<file path="config.mk">
export PLATFORM = sky130hd
export DESIGN_NAME = apo_converter_end_flat
export DESIGN_NICKNAME = d
export VERILOG_FILES = /design/src/design/apo_pkg.sv /design/src/design/apo_link_if.sv /design/src/design/apo_converter_end.sv /design/src/design/apo_sync.sv /design/src/flat_wrapper.sv
export SDC_FILE = /design/constraint.sdc
export NUM_CORES = 1
export LEC_CHECK = 0
export BUFFER_PORTS_ARGS = -buffer_cell sky130_fd_sc_hd__buf_2
export CORE_AREA = 2 2 139 276
export DETAILED_ROUTE_END_ITERATION = 16
export DIE_AREA = 0 0 141 278
export PLACE_DENSITY = 0.47
export SLEW_MARGIN = 15
export SYNTH_ARGS = -nofsm -noshare
export SYNTH_HDL_FRONTEND = slang
export SYNTH_SLANG_ARGS = --single-unit
</file>
<file path="constraint.sdc">
create_clock -name clk_sys_in -period 5.03 [get_ports clk_sys_in]
set_input_delay 0.2515 -clock clk_sys_in [delete_from_list [all_inputs] [get_ports clk_sys_in]]
set_output_delay 0.2515 -clock clk_sys_in [all_outputs]
set_load 0.02 [all_outputs]
</file>
<file path="src/design/apo_pkg.sv">
// Shared constants, types and helper functions for the converter output port.
// Assumes a 100 MHz system clock on both ends.
`default_nettype none

package apo_pkg;

  // Widths
  localparam int SAMPLE_W     = 14;
  localparam int ANALOG_W     = 16;
  localparam int PIPE_LATENCY = 7;
  localparam int LFSR_W       = 16;

  // Timing
  localparam int CLK_PERIOD_NS    = 10;
  localparam int ENC_PERIOD_NS    = 160;
  localparam int ENC_HALF_CYCLES  = (ENC_PERIOD_NS + 2 * CLK_PERIOD_NS - 1) / (2 * CLK_PERIOD_NS);
  localparam logic [7:0] ENC_HALF_LAST = 8'(ENC_HALF_CYCLES - 1);

  // Conversion limits in two's complement
  localparam logic signed [17:0] CODE_MAX = 18'sh0_1FFF;
  localparam logic signed [17:0] CODE_MIN = -18'sh0_2000;
  localparam logic [SAMPLE_W-1:0] MSB_MASK = 14'h2000;

  // Dither source
  localparam logic [LFSR_W-1:0] LFSR_SEED = 16'hACE1;
  localparam logic [LFSR_W-1:0] LFSR_TAPS = 16'hB400;

  // Four-level format and stabiliser select
  typedef enum logic [1:0] {
    APO_MODE_OB_NODCS  = 2'b00,
    APO_MODE_OB_DCS    = 2'b01,
    APO_MODE_TC_DCS    = 2'b11,
    APO_MODE_TC_NODCS  = 2'b10
  } apo_mode_type;

  // Receiver register map (byte addresses)
  localparam logic [3:0] REG_CTRL_OFS   = 4'h0;
  localparam logic [3:0] REG_STATUS_OFS = 4'h4;
  localparam logic [3:0] REG_MASK_OFS   = 4'h8;
  localparam logic [3:0] REG_DATA_OFS   = 4'hC;

  // Control fields
  localparam int CTRL_RUN_BIT     = 0;
  localparam int CTRL_DESCR_BIT   = 1;
  localparam int CTRL_USE_P_BIT   = 2;
  localparam logic [2:0] CTRL_RESET = 3'h0;

  // Status and mask fields
  localparam int STAT_CAPTURED_BIT = 0;
  localparam int STAT_OVERFLOW_BIT = 1;
  localparam logic [1:0] STAT_RESET = 2'h0;
  localparam logic [1:0] MASK_RESET = 2'h0;

  // Data register field
  localparam int DATA_OVF_BIT = 16;

  // Bits above the LSB xor-ed with the LSB; self-inverse
  function automatic logic [SAMPLE_W-1:0] apo_scramble(input logic [SAMPLE_W-1:0] w);
    apo_scramble = {w[SAMPLE_W-1:1] ^ {(SAMPLE_W-1){w[0]}}, w[0]};
  endfunction : apo_scramble

endpackage : apo_pkg

`default_nettype wire

</file>
<file path="src/design/apo_link_if.sv">
// Pin-level link between the converter and the capturing receiver.
// Assumes no tri-state resolution inside; the enable travels as its own signal.
`default_nettype none

interface apo_link_if;
  import apo_pkg::*;

  logic                encode_pos;
  logic                encode_neg;
  logic [SAMPLE_W-1:0] sample_word_bits;
  logic                range_overflow_flag;
  logic                data_valid_clock_p;
  logic                data_valid_clock_n;
  logic                outputs_oe_n;

  modport dev (
    input  encode_pos,
    input  encode_neg,
    output sample_word_bits,
    output range_overflow_flag,
    output data_valid_clock_p,
    output data_valid_clock_n,
    output outputs_oe_n
  );

  modport rcv (
    output encode_pos,
    output encode_neg,
    input  sample_word_bits,
    input  range_overflow_flag,
    input  data_valid_clock_p,
    input  data_valid_clock_n,
    input  outputs_oe_n
  );

endinterface : apo_link_if

`default_nettype wire

</file>
<file path="src/design/apo_converter_end.sv">
// Digital end of the 14-bit sampling converter: sampling, pipeline, formatting and output pins.
// Assumes the encode clock and all static pins arrive asynchronously and are slow against clk_sys_in.
//
// Summary of operation
// - Sample held at rising encode edge
// - Receiver may capture on encode fall
// - Power-down high: stop, outputs high impedance
// - Dither pin high adds internal dither
// - Parallel word out, top bit MSB
// - Negative valid clock toggles; capture on fall
// - Positive valid clock inverse; capture on rise
// - Overflow flag high for out-of-range sample
// - Output enable low drives, high floats
// - Four-level mode selects format and stabiliser
// - Scramble: upper bits xor with LSB
// - Receiver undoes scramble with same xor
// - Gain pin selects gain one or 1.5
// - Result appears seven encode cycles later
// - Encode high when positive exceeds negative
`default_nettype none

module apo_converter_end (
  input  wire logic                          clk_sys_in,
  input  wire logic                          reset_n_in,
  input  wire logic                          clk_en_in,
  input  wire logic [apo_pkg::ANALOG_W-1:0]  analog_code_in,
  input  wire logic                          power_down_pin_in,
  input  wire logic                          dither_enable_in,
  input  wire logic                          output_enable_n_in,
  input  wire logic [1:0]                    mode_level_in,
  input  wire logic                          output_scramble_select_in,
  input  wire logic                          gain_range_select_in,
  output logic                               stabiliser_on_out,
  output logic                               powered_down_out,
  apo_link_if.dev                            link
);
  import apo_pkg::*;

  localparam int SYNC_W = 2 + ANALOG_W + 7;

  // Synchronised pins
  logic [SYNC_W-1:0]   pins_raw;
  logic [SYNC_W-1:0]   pins_sync;
  logic                enc_pos_s;
  logic                enc_neg_s;
  logic [ANALOG_W-1:0] analog_s;
  logic                power_down_s;
  logic                dither_s;
  logic                oe_n_s;
  logic [1:0]          mode_s;
  logic                scramble_s;
  logic                gain_s;

  assign pins_raw = {link.encode_pos, link.encode_neg, analog_code_in, power_down_pin_in,
                     dither_enable_in, output_enable_n_in, mode_level_in,
                     output_scramble_select_in, gain_range_select_in};

  apo_sync #(
    .W (SYNC_W)
  ) u_pin_sync (
    .clk_sys_in (clk_sys_in),
    .reset_n_in (reset_n_in),
    .clk_en_in  (clk_en_in),
    .async_in   (pins_raw),
    .sync_out   (pins_sync)
  );

  assign {enc_pos_s, enc_neg_s, analog_s, power_down_s, dither_s, oe_n_s, mode_s,
          scramble_s, gain_s} = pins_sync;

  // Encode phase and its edges
  logic enc_level;
  logic enc_level_reg;
  logic enc_rise;
  logic enc_fall;
  logic sample_take;

  assign enc_level   = enc_pos_s & ~enc_neg_s;
  assign enc_rise    = enc_level & ~enc_level_reg;
  assign enc_fall    = ~enc_level & enc_level_reg;
  assign sample_take = enc_rise & ~power_down_s;

  // Mode decode
  apo_mode_type mode_sel;
  logic         twos_mode;
  logic         dcs_on;

  assign mode_sel  = apo_mode_type'(mode_s);
  assign twos_mode = (mode_sel == APO_MODE_TC_DCS) || (mode_sel == APO_MODE_TC_NODCS);
  assign dcs_on    = (mode_sel == APO_MODE_OB_DCS) || (mode_sel == APO_MODE_TC_DCS);

  // Dither source
  logic [LFSR_W-1:0] lfsr_reg;
  logic [LFSR_W-1:0] lfsr_next;

  assign lfsr_next = lfsr_reg[0] ? ((lfsr_reg >> 1) ^ LFSR_TAPS) : (lfsr_reg >> 1);

  // Conversion of one held sample
  logic signed [17:0]         analog_ext;
  logic signed [17:0]         scaled;
  logic signed [17:0]         dithered;
  logic                       over_max;
  logic                       under_min;
  logic                       out_of_range;
  logic signed [17:0]         clamped;
  logic        [SAMPLE_W-1:0] offset_bin;
  logic        [SAMPLE_W-1:0] formatted;
  logic        [SAMPLE_W-1:0] scrambled;

  assign analog_ext   = 18'(signed'(analog_s));
  assign scaled       = gain_s ? (analog_ext + (analog_ext >>> 1)) : analog_ext;
  assign dithered     = dither_s ? (scaled + 18'(lfsr_reg[0])) : scaled;
  assign over_max     = dithered > CODE_MAX;
  assign under_min    = dithered < CODE_MIN;
  assign out_of_range = over_max | under_min;
  assign clamped      = over_max ? CODE_MAX :
                        under_min ? CODE_MIN : dithered;
  assign offset_bin   = clamped[SAMPLE_W-1:0] ^ MSB_MASK;
  assign formatted    = twos_mode ? (offset_bin ^ MSB_MASK) : offset_bin;
  assign scrambled    = scramble_s ? apo_scramble(formatted) : formatted;

  // Pipeline: a sample enters stage 0 at its own encode rise and
  // reaches the output register seven rises later
  logic [SAMPLE_W:0] pipe_reg [0:PIPE_LATENCY-1];
  logic [SAMPLE_W:0] out_word_reg;
  logic              dv_n_reg;
  logic              dv_p_reg;
  logic              oe_n_reg;

  always_ff @(posedge clk_sys_in or negedge reset_n_in) begin
    if (!reset_n_in) begin
      enc_level_reg <= 1'b0;
    end else if (clk_en_in) begin
      enc_level_reg <= enc_level;
    end
  end

  // Dither source steps once per sample taken
  always_ff @(posedge clk_sys_in or negedge reset_n_in) begin
    if (!reset_n_in) begin
      lfsr_reg <= LFSR_SEED;
    end else if (clk_en_in && sample_take) begin
      lfsr_reg <= lfsr_next;
    end
  end

  always_ff @(posedge clk_sys_in or negedge reset_n_in) begin
    if (!reset_n_in) begin
      for (int i = 0; i < PIPE_LATENCY; i++) begin
        pipe_reg[i] <= '0;
      end
    end else if (clk_en_in && sample_take) begin
      pipe_reg[0] <= {out_of_range, scrambled};
      for (int i = 1; i < PIPE_LATENCY; i++) begin
        pipe_reg[i] <= pipe_reg[i-1];
      end
    end
  end

  always_ff @(posedge clk_sys_in or negedge reset_n_in) begin
    if (!reset_n_in) begin
      out_word_reg <= '0;
    end else if (clk_en_in && sample_take) begin
      out_word_reg <= pipe_reg[PIPE_LATENCY-1];
    end
  end

  // Valid clocks follow the encode phase; data changes as the negative clock rises
  // They keep running through power-down so no stale level meets the first new word
  always_ff @(posedge clk_sys_in or negedge reset_n_in) begin
    if (!reset_n_in) begin
      dv_n_reg <= 1'b0;
      dv_p_reg <= 1'b1;
    end else if (clk_en_in) begin
      if (enc_rise) begin
        dv_n_reg <= 1'b1;
        dv_p_reg <= 1'b0;
      end else if (enc_fall) begin
        dv_n_reg <= 1'b0;
        dv_p_reg <= 1'b1;
      end
    end
  end

  // Output drivers and status pins
  always_ff @(posedge clk_sys_in or negedge reset_n_in) begin
    if (!reset_n_in) begin
      oe_n_reg <= 1'b1;
    end else if (clk_en_in) begin
      oe_n_reg <= power_down_s | oe_n_s;
    end
  end

  always_ff @(posedge clk_sys_in or negedge reset_n_in) begin
    if (!reset_n_in) begin
      stabiliser_on_out <= 1'b0;
      powered_down_out  <= 1'b0;
    end else if (clk_en_in) begin
      stabiliser_on_out <= dcs_on;
      powered_down_out  <= power_down_s;
    end
  end

  assign link.sample_word_bits    = out_word_reg[SAMPLE_W-1:0];
  assign link.range_overflow_flag = out_word_reg[SAMPLE_W];
  assign link.data_valid_clock_n  = dv_n_reg;
  assign link.data_valid_clock_p  = dv_p_reg;
  assign link.outputs_oe_n        = oe_n_reg;

endmodule : apo_converter_end

`default_nettype wire

</file>
<file path="src/design/apo_sync.sv">
// Two-flop synchroniser for a vector of inputs from outside the clock domain.
// Assumes each bit is a slow level; no bus coherency is promised.
`default_nettype none

module apo_sync #(
  parameter int W = 1
) (
  input  wire logic         clk_sys_in,
  input  wire logic         reset_n_in,
  input  wire logic         clk_en_in,
  input  wire logic [W-1:0] async_in,
  output logic      [W-1:0] sync_out
);
  logic [W-1:0] meta_reg;

  always_ff @(posedge clk_sys_in or negedge reset_n_in) begin
    if (!reset_n_in) begin
      meta_reg <= '0;
      sync_out <= '0;
    end else if (clk_en_in) begin
      meta_reg <= async_in;
      sync_out <= meta_reg;
    end
  end

endmodule : apo_sync

`default_nettype wire

</file>
<file path="src/flat_wrapper.sv">
// flat-port wrapper written by rule: the top's interface ports become plain ports
module apo_converter_end_flat import apo_pkg::*;
  (clk_sys_in, reset_n_in, clk_en_in, analog_code_in, power_down_pin_in, dither_enable_in, output_enable_n_in, mode_level_in, output_scramble_select_in, gain_range_select_in, stabiliser_on_out, powered_down_out, link_encode_pos, link_encode_neg, link_sample_word_bits, link_range_overflow_flag, link_data_valid_clock_p, link_data_valid_clock_n, link_outputs_oe_n);
  apo_link_if link_i ();
  input  wire logic clk_sys_in;
  input  wire logic reset_n_in;
  input  wire logic clk_en_in;
  input  wire logic [apo_pkg::ANALOG_W-1:0] analog_code_in;
  input  wire logic power_down_pin_in;
  input  wire logic dither_enable_in;
  input  wire logic output_enable_n_in;
  input  wire logic [1:0] mode_level_in;
  input  wire logic output_scramble_select_in;
  input  wire logic gain_range_select_in;
  output logic stabiliser_on_out;
  output logic powered_down_out;
  input wire logic [$bits(link_i.encode_pos)-1:0] link_encode_pos;
  input wire logic [$bits(link_i.encode_neg)-1:0] link_encode_neg;
  output wire logic [$bits(link_i.sample_word_bits)-1:0] link_sample_word_bits;
  output wire logic [$bits(link_i.range_overflow_flag)-1:0] link_range_overflow_flag;
  output wire logic [$bits(link_i.data_valid_clock_p)-1:0] link_data_valid_clock_p;
  output wire logic [$bits(link_i.data_valid_clock_n)-1:0] link_data_valid_clock_n;
  output wire logic [$bits(link_i.outputs_oe_n)-1:0] link_outputs_oe_n;
  assign link_i.encode_pos = link_encode_pos;
  assign link_i.encode_neg = link_encode_neg;
  assign link_sample_word_bits = link_i.sample_word_bits;
  assign link_range_overflow_flag = link_i.range_overflow_flag;
  assign link_data_valid_clock_p = link_i.data_valid_clock_p;
  assign link_data_valid_clock_n = link_i.data_valid_clock_n;
  assign link_outputs_oe_n = link_i.outputs_oe_n;
  apo_converter_end u_core (.clk_sys_in(clk_sys_in), .reset_n_in(reset_n_in), .clk_en_in(clk_en_in), .analog_code_in(analog_code_in), .power_down_pin_in(power_down_pin_in), .dither_enable_in(dither_enable_in), .output_enable_n_in(output_enable_n_in), .mode_level_in(mode_level_in), .output_scramble_select_in(output_scramble_select_in), .gain_range_select_in(gain_range_select_in), .stabiliser_on_out(stabiliser_on_out), .powered_down_out(powered_down_out), .link(link_i));
endmodule
</file>
Yosys cells after proc, flatten, opt, wreduce, memory -nomap -nowiden. Cells that the tools add are included.

Reduce and logical (&&, ||, !) cells: 5. Order comparisons: 2. Bitwise gates (word level): 13. Multiplexer cells: 11. $add $sub $neg: 2. Equal/unequal tests: 3.

Operators with widths (number): two-way mux 14 bit (4); two-way mux 18 bit (2); adder 18 x 1 -> 18 bit (1); greater-than comparator 18 x 14 -> 1 bit (second input constant) (1); < comparator 18 x 14 -> 1 bit (second input constant) (1); adder 16 x 15 -> 17 bit (1); two-way mux 16 bit (1); bitwise XOR 13 bit (1); inverter 1 bit (5); bitwise AND 1 bit (4); == test 2 bit (second input constant) (2); two-way mux 1 bit (4); inverter 3 -> 4 bit (1); == test 2 x 1 -> 1 bit (second input constant) (1); logical OR 1 bit (2); bitwise OR 1 bit (2); AND reduction 2 bit (1); nonzero test 2 bit (1); logical AND 1 bit (1).

Flip-flop bits (word level): 192.

Logic depth before layout (Yosys ltp).
Depth in word-level cells: 11. Mapped depth: 18. Mapped depth without buffers: 14.

Modules after synthesis. Synthesis repeated with hierarchy kept, for this count alone.

Cells, all modules: 947. Area, all modules: 9226.3 um^2.

Modules (own cells, without submodules): apo_converter_end (cells each 841, times used 1, area an instance 7113.1 um^2); apo_sync (cells each 106, times used 1, area an instance 2113.3 um^2).

Worst setup path after synthesis. No wires, ideal clock.

Kind: flip-flop to flip-flop. Start point: reg u_core.u_pin_sync.sync_out[0]. End point: reg u_core.pipe_reg[100] (netlist name). Setup slack: 1.150 ns. Cell stages (with the launch flop): 19. Arrival: 3.804 ns. Clock period less this slack: 3.880 ns. Library setup time: 0.076 ns. Path buffers: 5. Required time: 4.954 ns. Path through: dfrtp_1 > buf_2 > buf_1 > clkbuf_1 > buf_1 > mux2_2 > ha_1 > ha_1 > nand2_1 > nor2_1 > o2111a_2 > nand3b_2 > nor3_2 > xor2_2 > nand3_2 > a311o_1 > buf_2 > o211a_1 > o21ai_1.

Cells in the longest elaborated chain, start to end: 9.

RTL lines: start: declaration (RTL line apo_sync.sv:12) `output logic [W-1:0] sync_out`; start signal: assignment (RTL line apo_sync.sv:22) `sync_out <= meta_reg;`; two-way mux 18 bit (*) (RTL line apo_converter_end.sv:111) `assign scaled = gain_s ? (analog_ext + (analog_ext >>> 1)) : analog_ext;`; adder 18 x 1 -> 18 bit (RTL line apo_converter_end.sv:112) `assign dithered = dither_s ? (scaled + 18'(lfsr_reg[0])) : scaled;`; two-way mux 18 bit (*) (RTL line apo_converter_end.sv:112); < comparator 18 x 14 -> 1 bit (RTL line apo_converter_end.sv:114) `assign under_min = dithered < CODE_MIN;`; two-way mux 14 bit (RTL line apo_converter_end.sv:117) `under_min ? CODE_MIN : dithered;`; two-way mux 14 bit (*) (RTL line apo_converter_end.sv:116) `assign clamped = over_max ? CODE_MAX :`; two-way mux 14 bit (*) (RTL line apo_converter_end.sv:119) `assign formatted = twos_mode ? (offset_bin ^ MSB_MASK) : offset_bin;`; bitwise XOR 13 bit (RTL line apo_pkg.sv:59) `apo_scramble = {w[SAMPLE_W-1:1] ^ {(SAMPLE_W-1){w[0]}}, w[0]};`; two-way mux 14 bit (*) (RTL line apo_converter_end.sv:120) `assign scrambled = scramble_s ? apo_scramble(formatted) : formatted;`; end signal: indexed assignment (RTL line apo_converter_end.sv:155) `pipe_reg[i] <= pipe_reg[i-1];`; end: declaration (RTL line apo_converter_end.sv:124) `logic [SAMPLE_W:0] pipe_reg [0:PIPE_LATENCY-1];`.

Mark *: on every way between the ends. The rest lies on a longest branch, timed or not. A chain may end at the register's enable or synchronous reset.

Worst setup path in the final report.
Start point: reg u_core.u_pin_sync.sync_out[8]. End point: reg u_core.pipe_reg[91] (netlist name).

Cells in the longest elaborated chain, start to end: 10.

RTL lines (RTL line): adder 16 x 15 -> 17 bit (apo_converter_end.sv:111); two-way mux 18 bit (*) (apo_converter_end.sv:111); adder 18 x 1 -> 18 bit (apo_converter_end.sv:112); two-way mux 18 bit (*) (apo_converter_end.sv:112); < comparator 18 x 14 -> 1 bit (apo_converter_end.sv:114); two-way mux 14 bit (apo_converter_end.sv:117); two-way mux 14 bit (*) (apo_converter_end.sv:116); two-way mux 14 bit (*) (apo_converter_end.sv:119); bitwise XOR 13 bit (apo_pkg.sv:59); two-way mux 14 bit (*) (apo_converter_end.sv:120).

Marked as above.

==> results by group <==
Outcome
  • Outcome: finished, final reports clean

Worst setup path
  • Critical path origin: u_core.u_pin_sync.sync_out[8]
  • Crit end category: flip-flop
  • Critical R2R Capture: u_core.pipe_reg[91]
  • Reg-to-Reg Start: u_core.u_pin_sync.sync_out[8]
  • Kind of critical path: flip-flop to flip-flop
  • R2R Setup Slk: 0.54 ns
  • Crit path launch type: flip-flop
  • Slowest cell on the critical path: a32oi_1
  • Cell mode on critical path: xor2_1
  • Worst Path Arrival: 4.81 ns
  • Critical Path Fanout Max: 12
  • WP data required: 5.36 ns
  • Max stage delay on crit path: 0.55 ns
  • FF-to-FF path depth: 13
  • Cell Chain, Critical Path: ha_1 > fa_1 > a211oi_2 > o21a_1 > o21ai_1 > xor2_1 > a32oi_1 > nor3_2 > xor2_1 > nor2_1 > a2bb2oi_2 > nor3_1 > or3_1
  • Setup crit end: u_core.pipe_reg[91]

Die
  • Row Count: 100
  • Die X: 141 um
  • Die area: 0.0392 mm2
  • Initial core utilization: 0.246
  • Core area: 0.0372 mm2
  • Die height: 278 um
  • I/O Pins: 48

Synthesis
  • Unique cell type count in the Yosys netlist: 71
  • Yosys warnings: 0
  • Flop and latch count out of synthesis: 192
  • Post-Syn Instances: 971
  • Asr flop ratio synth: 1.00
  • Post-Syn Area: 0.00914 mm2
  • Synth Net Count: 1018
  • Seq/Total Area, Yosys: 0.527
  • Ys flop type: dfrtp_1
  • Post-synth EDFFs: 0
  • Mean Syn Cell Area: 9.41 um2

STA
  • Final Max Tran Viols: 0
  • Final period util: 0.892
  • Tmin final: 4.49 ns
  • Setup TNS: 0 ns
  • Final Hold Viols: 0
  • Slew HR: 0.400
  • Actual slew at the worst max-slew pin: 0.900 ns
  • Worst hold slack: 0.0389 ns
  • Fmax achieved: 0.223 GHz
  • Final setup fails: 0
  • Layout Skew: 0.00827 ns
  • Setup repair after global routing missed its margin: false

Route
  • Top sig layer: met4
  • Initial DRT Pass Iterations: 6
  • Met2 wire len: 10300 um
  • Drt via density: 4.49
  • M1 WL: 8560 um
  • ANT nets after route: 0
  • Vias post-DR: 6620
  • Routed wire length: 19900 um
  • DR WL/cell: 13.5 um
  • DR WL met3: 481 um
  • DRC Markers: 0
  • Number of DRC markers in iteration 0: 240

Cells and area
  • P&R area growth vs syn: 14.6%
  • Post-route cell area: 0.0105 mm2
  • Area of the multi-input gates: 0.00411 mm2
  • Nets: 1049
  • Most frequent cells in the layout: nand2_1, dfrtp_1, mux2_2
  • Max reg flops: 105
  • Share of cells above drive strength 1: 0.167
  • # diodes: 0
  • Filler cell count: 3944
  • Most common cell after layout, fill and taps aside: nand2_1
  • FF+latch area: 0.00482 mm2
  • Finished Layout Cells: 1474
  • Final Util: 0.282

Place
  • Placed cell count: 1437
  • Final GP Congestion: 0.819
  • Placed Area: 0.00984 mm2
  • Detailed Place HPWL: 12800 um
  • I/O Buffers: 47

Hold path
  • Hold Path Class: primary input to flip-flop

Power
  • Leak: 5.04 nW
  • Power density over the cells: 433 mW/mm2
  • Maximum vdd ir drop: 0.000259 V

Run
  • MaxCap Viol Count: 0

Clock tree
  • Setup Fix Bufs, Post-CTS: 0
  • CTS tree: yes
  • CTS clk-pin slew, worst paths: 0.08 ns
  • CTS root buf: clkbuf_16
  • Total clock sinks: 192
  • Num CTS Buffers: 17
  • Clk_lat worst skew: 0.44 ns
  • Clock Path Buffers: 2
  • Htree depth: 4
  • Post-CTS Resized: 0

Global route
  • Largest net degree at the start of global routing: 141
  • Gr usage total: 0.106
  • Initial antenna violation count: 0
  • Total gr overflow: 0
  • Vias in the first global route: 6751
  • First-pass GRT wire length: 33800 um
## critical path: cells and delay by family, from the launching register on
family	cells	cell delay [ns]
XOR/XNOR	2	0.59
flip-flops	1	0.44
AO/OA/AOI/OAI	5	1.88
AND/OR/NAND/NOR	4	0.73
adder cells (fa/ha/maj)	2	0.71
## stage by stage
stage	setup slack (ns)	total power [W]
6_report	0.545	0.00454
5_1_grt	0.175	0.00487
4_1_cts	0.546	0.00462
3_5_place_dp	0.587	0.00322
3_3_place_gp	0.759	0.00320
2_1_floorplan	1.15	0.00292
## power breakdown
part           switching (W)  internal, W
Clock               0.000638     0.000722
Combinational       0.000650     0.000449
Sequential          0.000197      0.00188
## Yosys cell counts (3+ instances only)
| cell | number | share of area |
|---|---|---|
| dfstp_2 | 10 | 0.029 |
| mux2i_1 | 4 | 0.0044 |
| xnor2_1 | 9 | 0.0086 |
| o211ai_1 | 11 | 0.0090 |
| buf_1 | 11 | 0.0045 |
| dfrtp_1 | 182 | 0.50 |
| a21oi_1 | 40 | 0.022 |
| clkbuf_1 | 32 | 0.013 |
| ha_1 | 18 | 0.025 |
| nor3_1 | 8 | 0.0044 |
| nand3_1 | 9 | 0.0049 |
| a31oi_1 | 3 | 0.0021 |
| o211a_1 | 12 | 0.013 |
| inv_1 | 7 | 0.0029 |
| o21ai_1 | 17 | 0.0093 |
| nand4_1 | 4 | 0.0027 |
| nand2b_1 | 8 | 0.0055 |
| mux2_2 | 53 | 0.065 |
| xor2_1 | 13 | 0.012 |
| or3_1 | 4 | 0.0027 |
| o21ai_0 | 19 | 0.010 |
| nor2_1 | 28 | 0.012 |
| o21a_1 | 6 | 0.0049 |
| nor2b_1 | 8 | 0.0055 |
| a21o_1 | 3 | 0.0025 |
| a211oi_1 | 4 | 0.0033 |
| buf_2 | 3 | 0.0016 |
| nand2_1 | 394 | 0.16 |
## cell type report
class | count | share of cell area
multi-input combinational | 725 | 0.392
timing repair buffer | 59 | 0.0343
sequential | 192 | 0.460
inverter | 7 | 0.00251
clock inverter | 12 | 0.0121
tap | 459 | 0.0549
clock buffer | 20 | 0.0436
## worst min-delay path by stage
stage | startpoint | to | slack, ns | depth (start not counted)
2_1_floorplan | reset_n_in | u_core.enc_level_reg | -0.04 | 0
3_3_place_gp | u_core.pipe_reg[74] | u_core.pipe_reg[59] | 0.45 | 2
3_5_place_dp | u_core.pipe_reg[5] | u_core.out_word_reg[5] | 0.45 | 2
4_1_cts | analog_code_in[4] | u_core.u_pin_sync.meta_reg[11] | 0.00006 | 2
5_1_grt | dither_enable_in | u_core.u_pin_sync.meta_reg[5] | 0.01 | 2
6_report | dither_enable_in | u_core.u_pin_sync.meta_reg[5] | 0.04 | 2
## per-layer routing
layer	global-route usage	up-vias
li1	-	3315
met1	0.123	3201
met2	0.188	81
met3	0.0232	23
met4	0.0459	0
met5	0	-
## repair_timing
action                                  4_1_cts  5_1_grt
endpoints found under the hold margin        84        0
hold buffers                                  5        0
endpoints found under the setup margin        0        0
## cells by family (layout without fill, tap and decap cells)
kind of cell / Yosys count / after routing / synth area share
compound gates: 145 / 145 / 0.111
xor+xnor: 23 / 23 / 0.0229
mux: 58 / 58 / 0.0709
fa+ha+maj: 19 / 19 / 0.0268
buf+inv: 54 / 98 / 0.0234
simple gates: 480 / 480 / 0.218
flops: 192 / 192 / 0.527
Note: power is estimated with default switching activity, not from simulation.
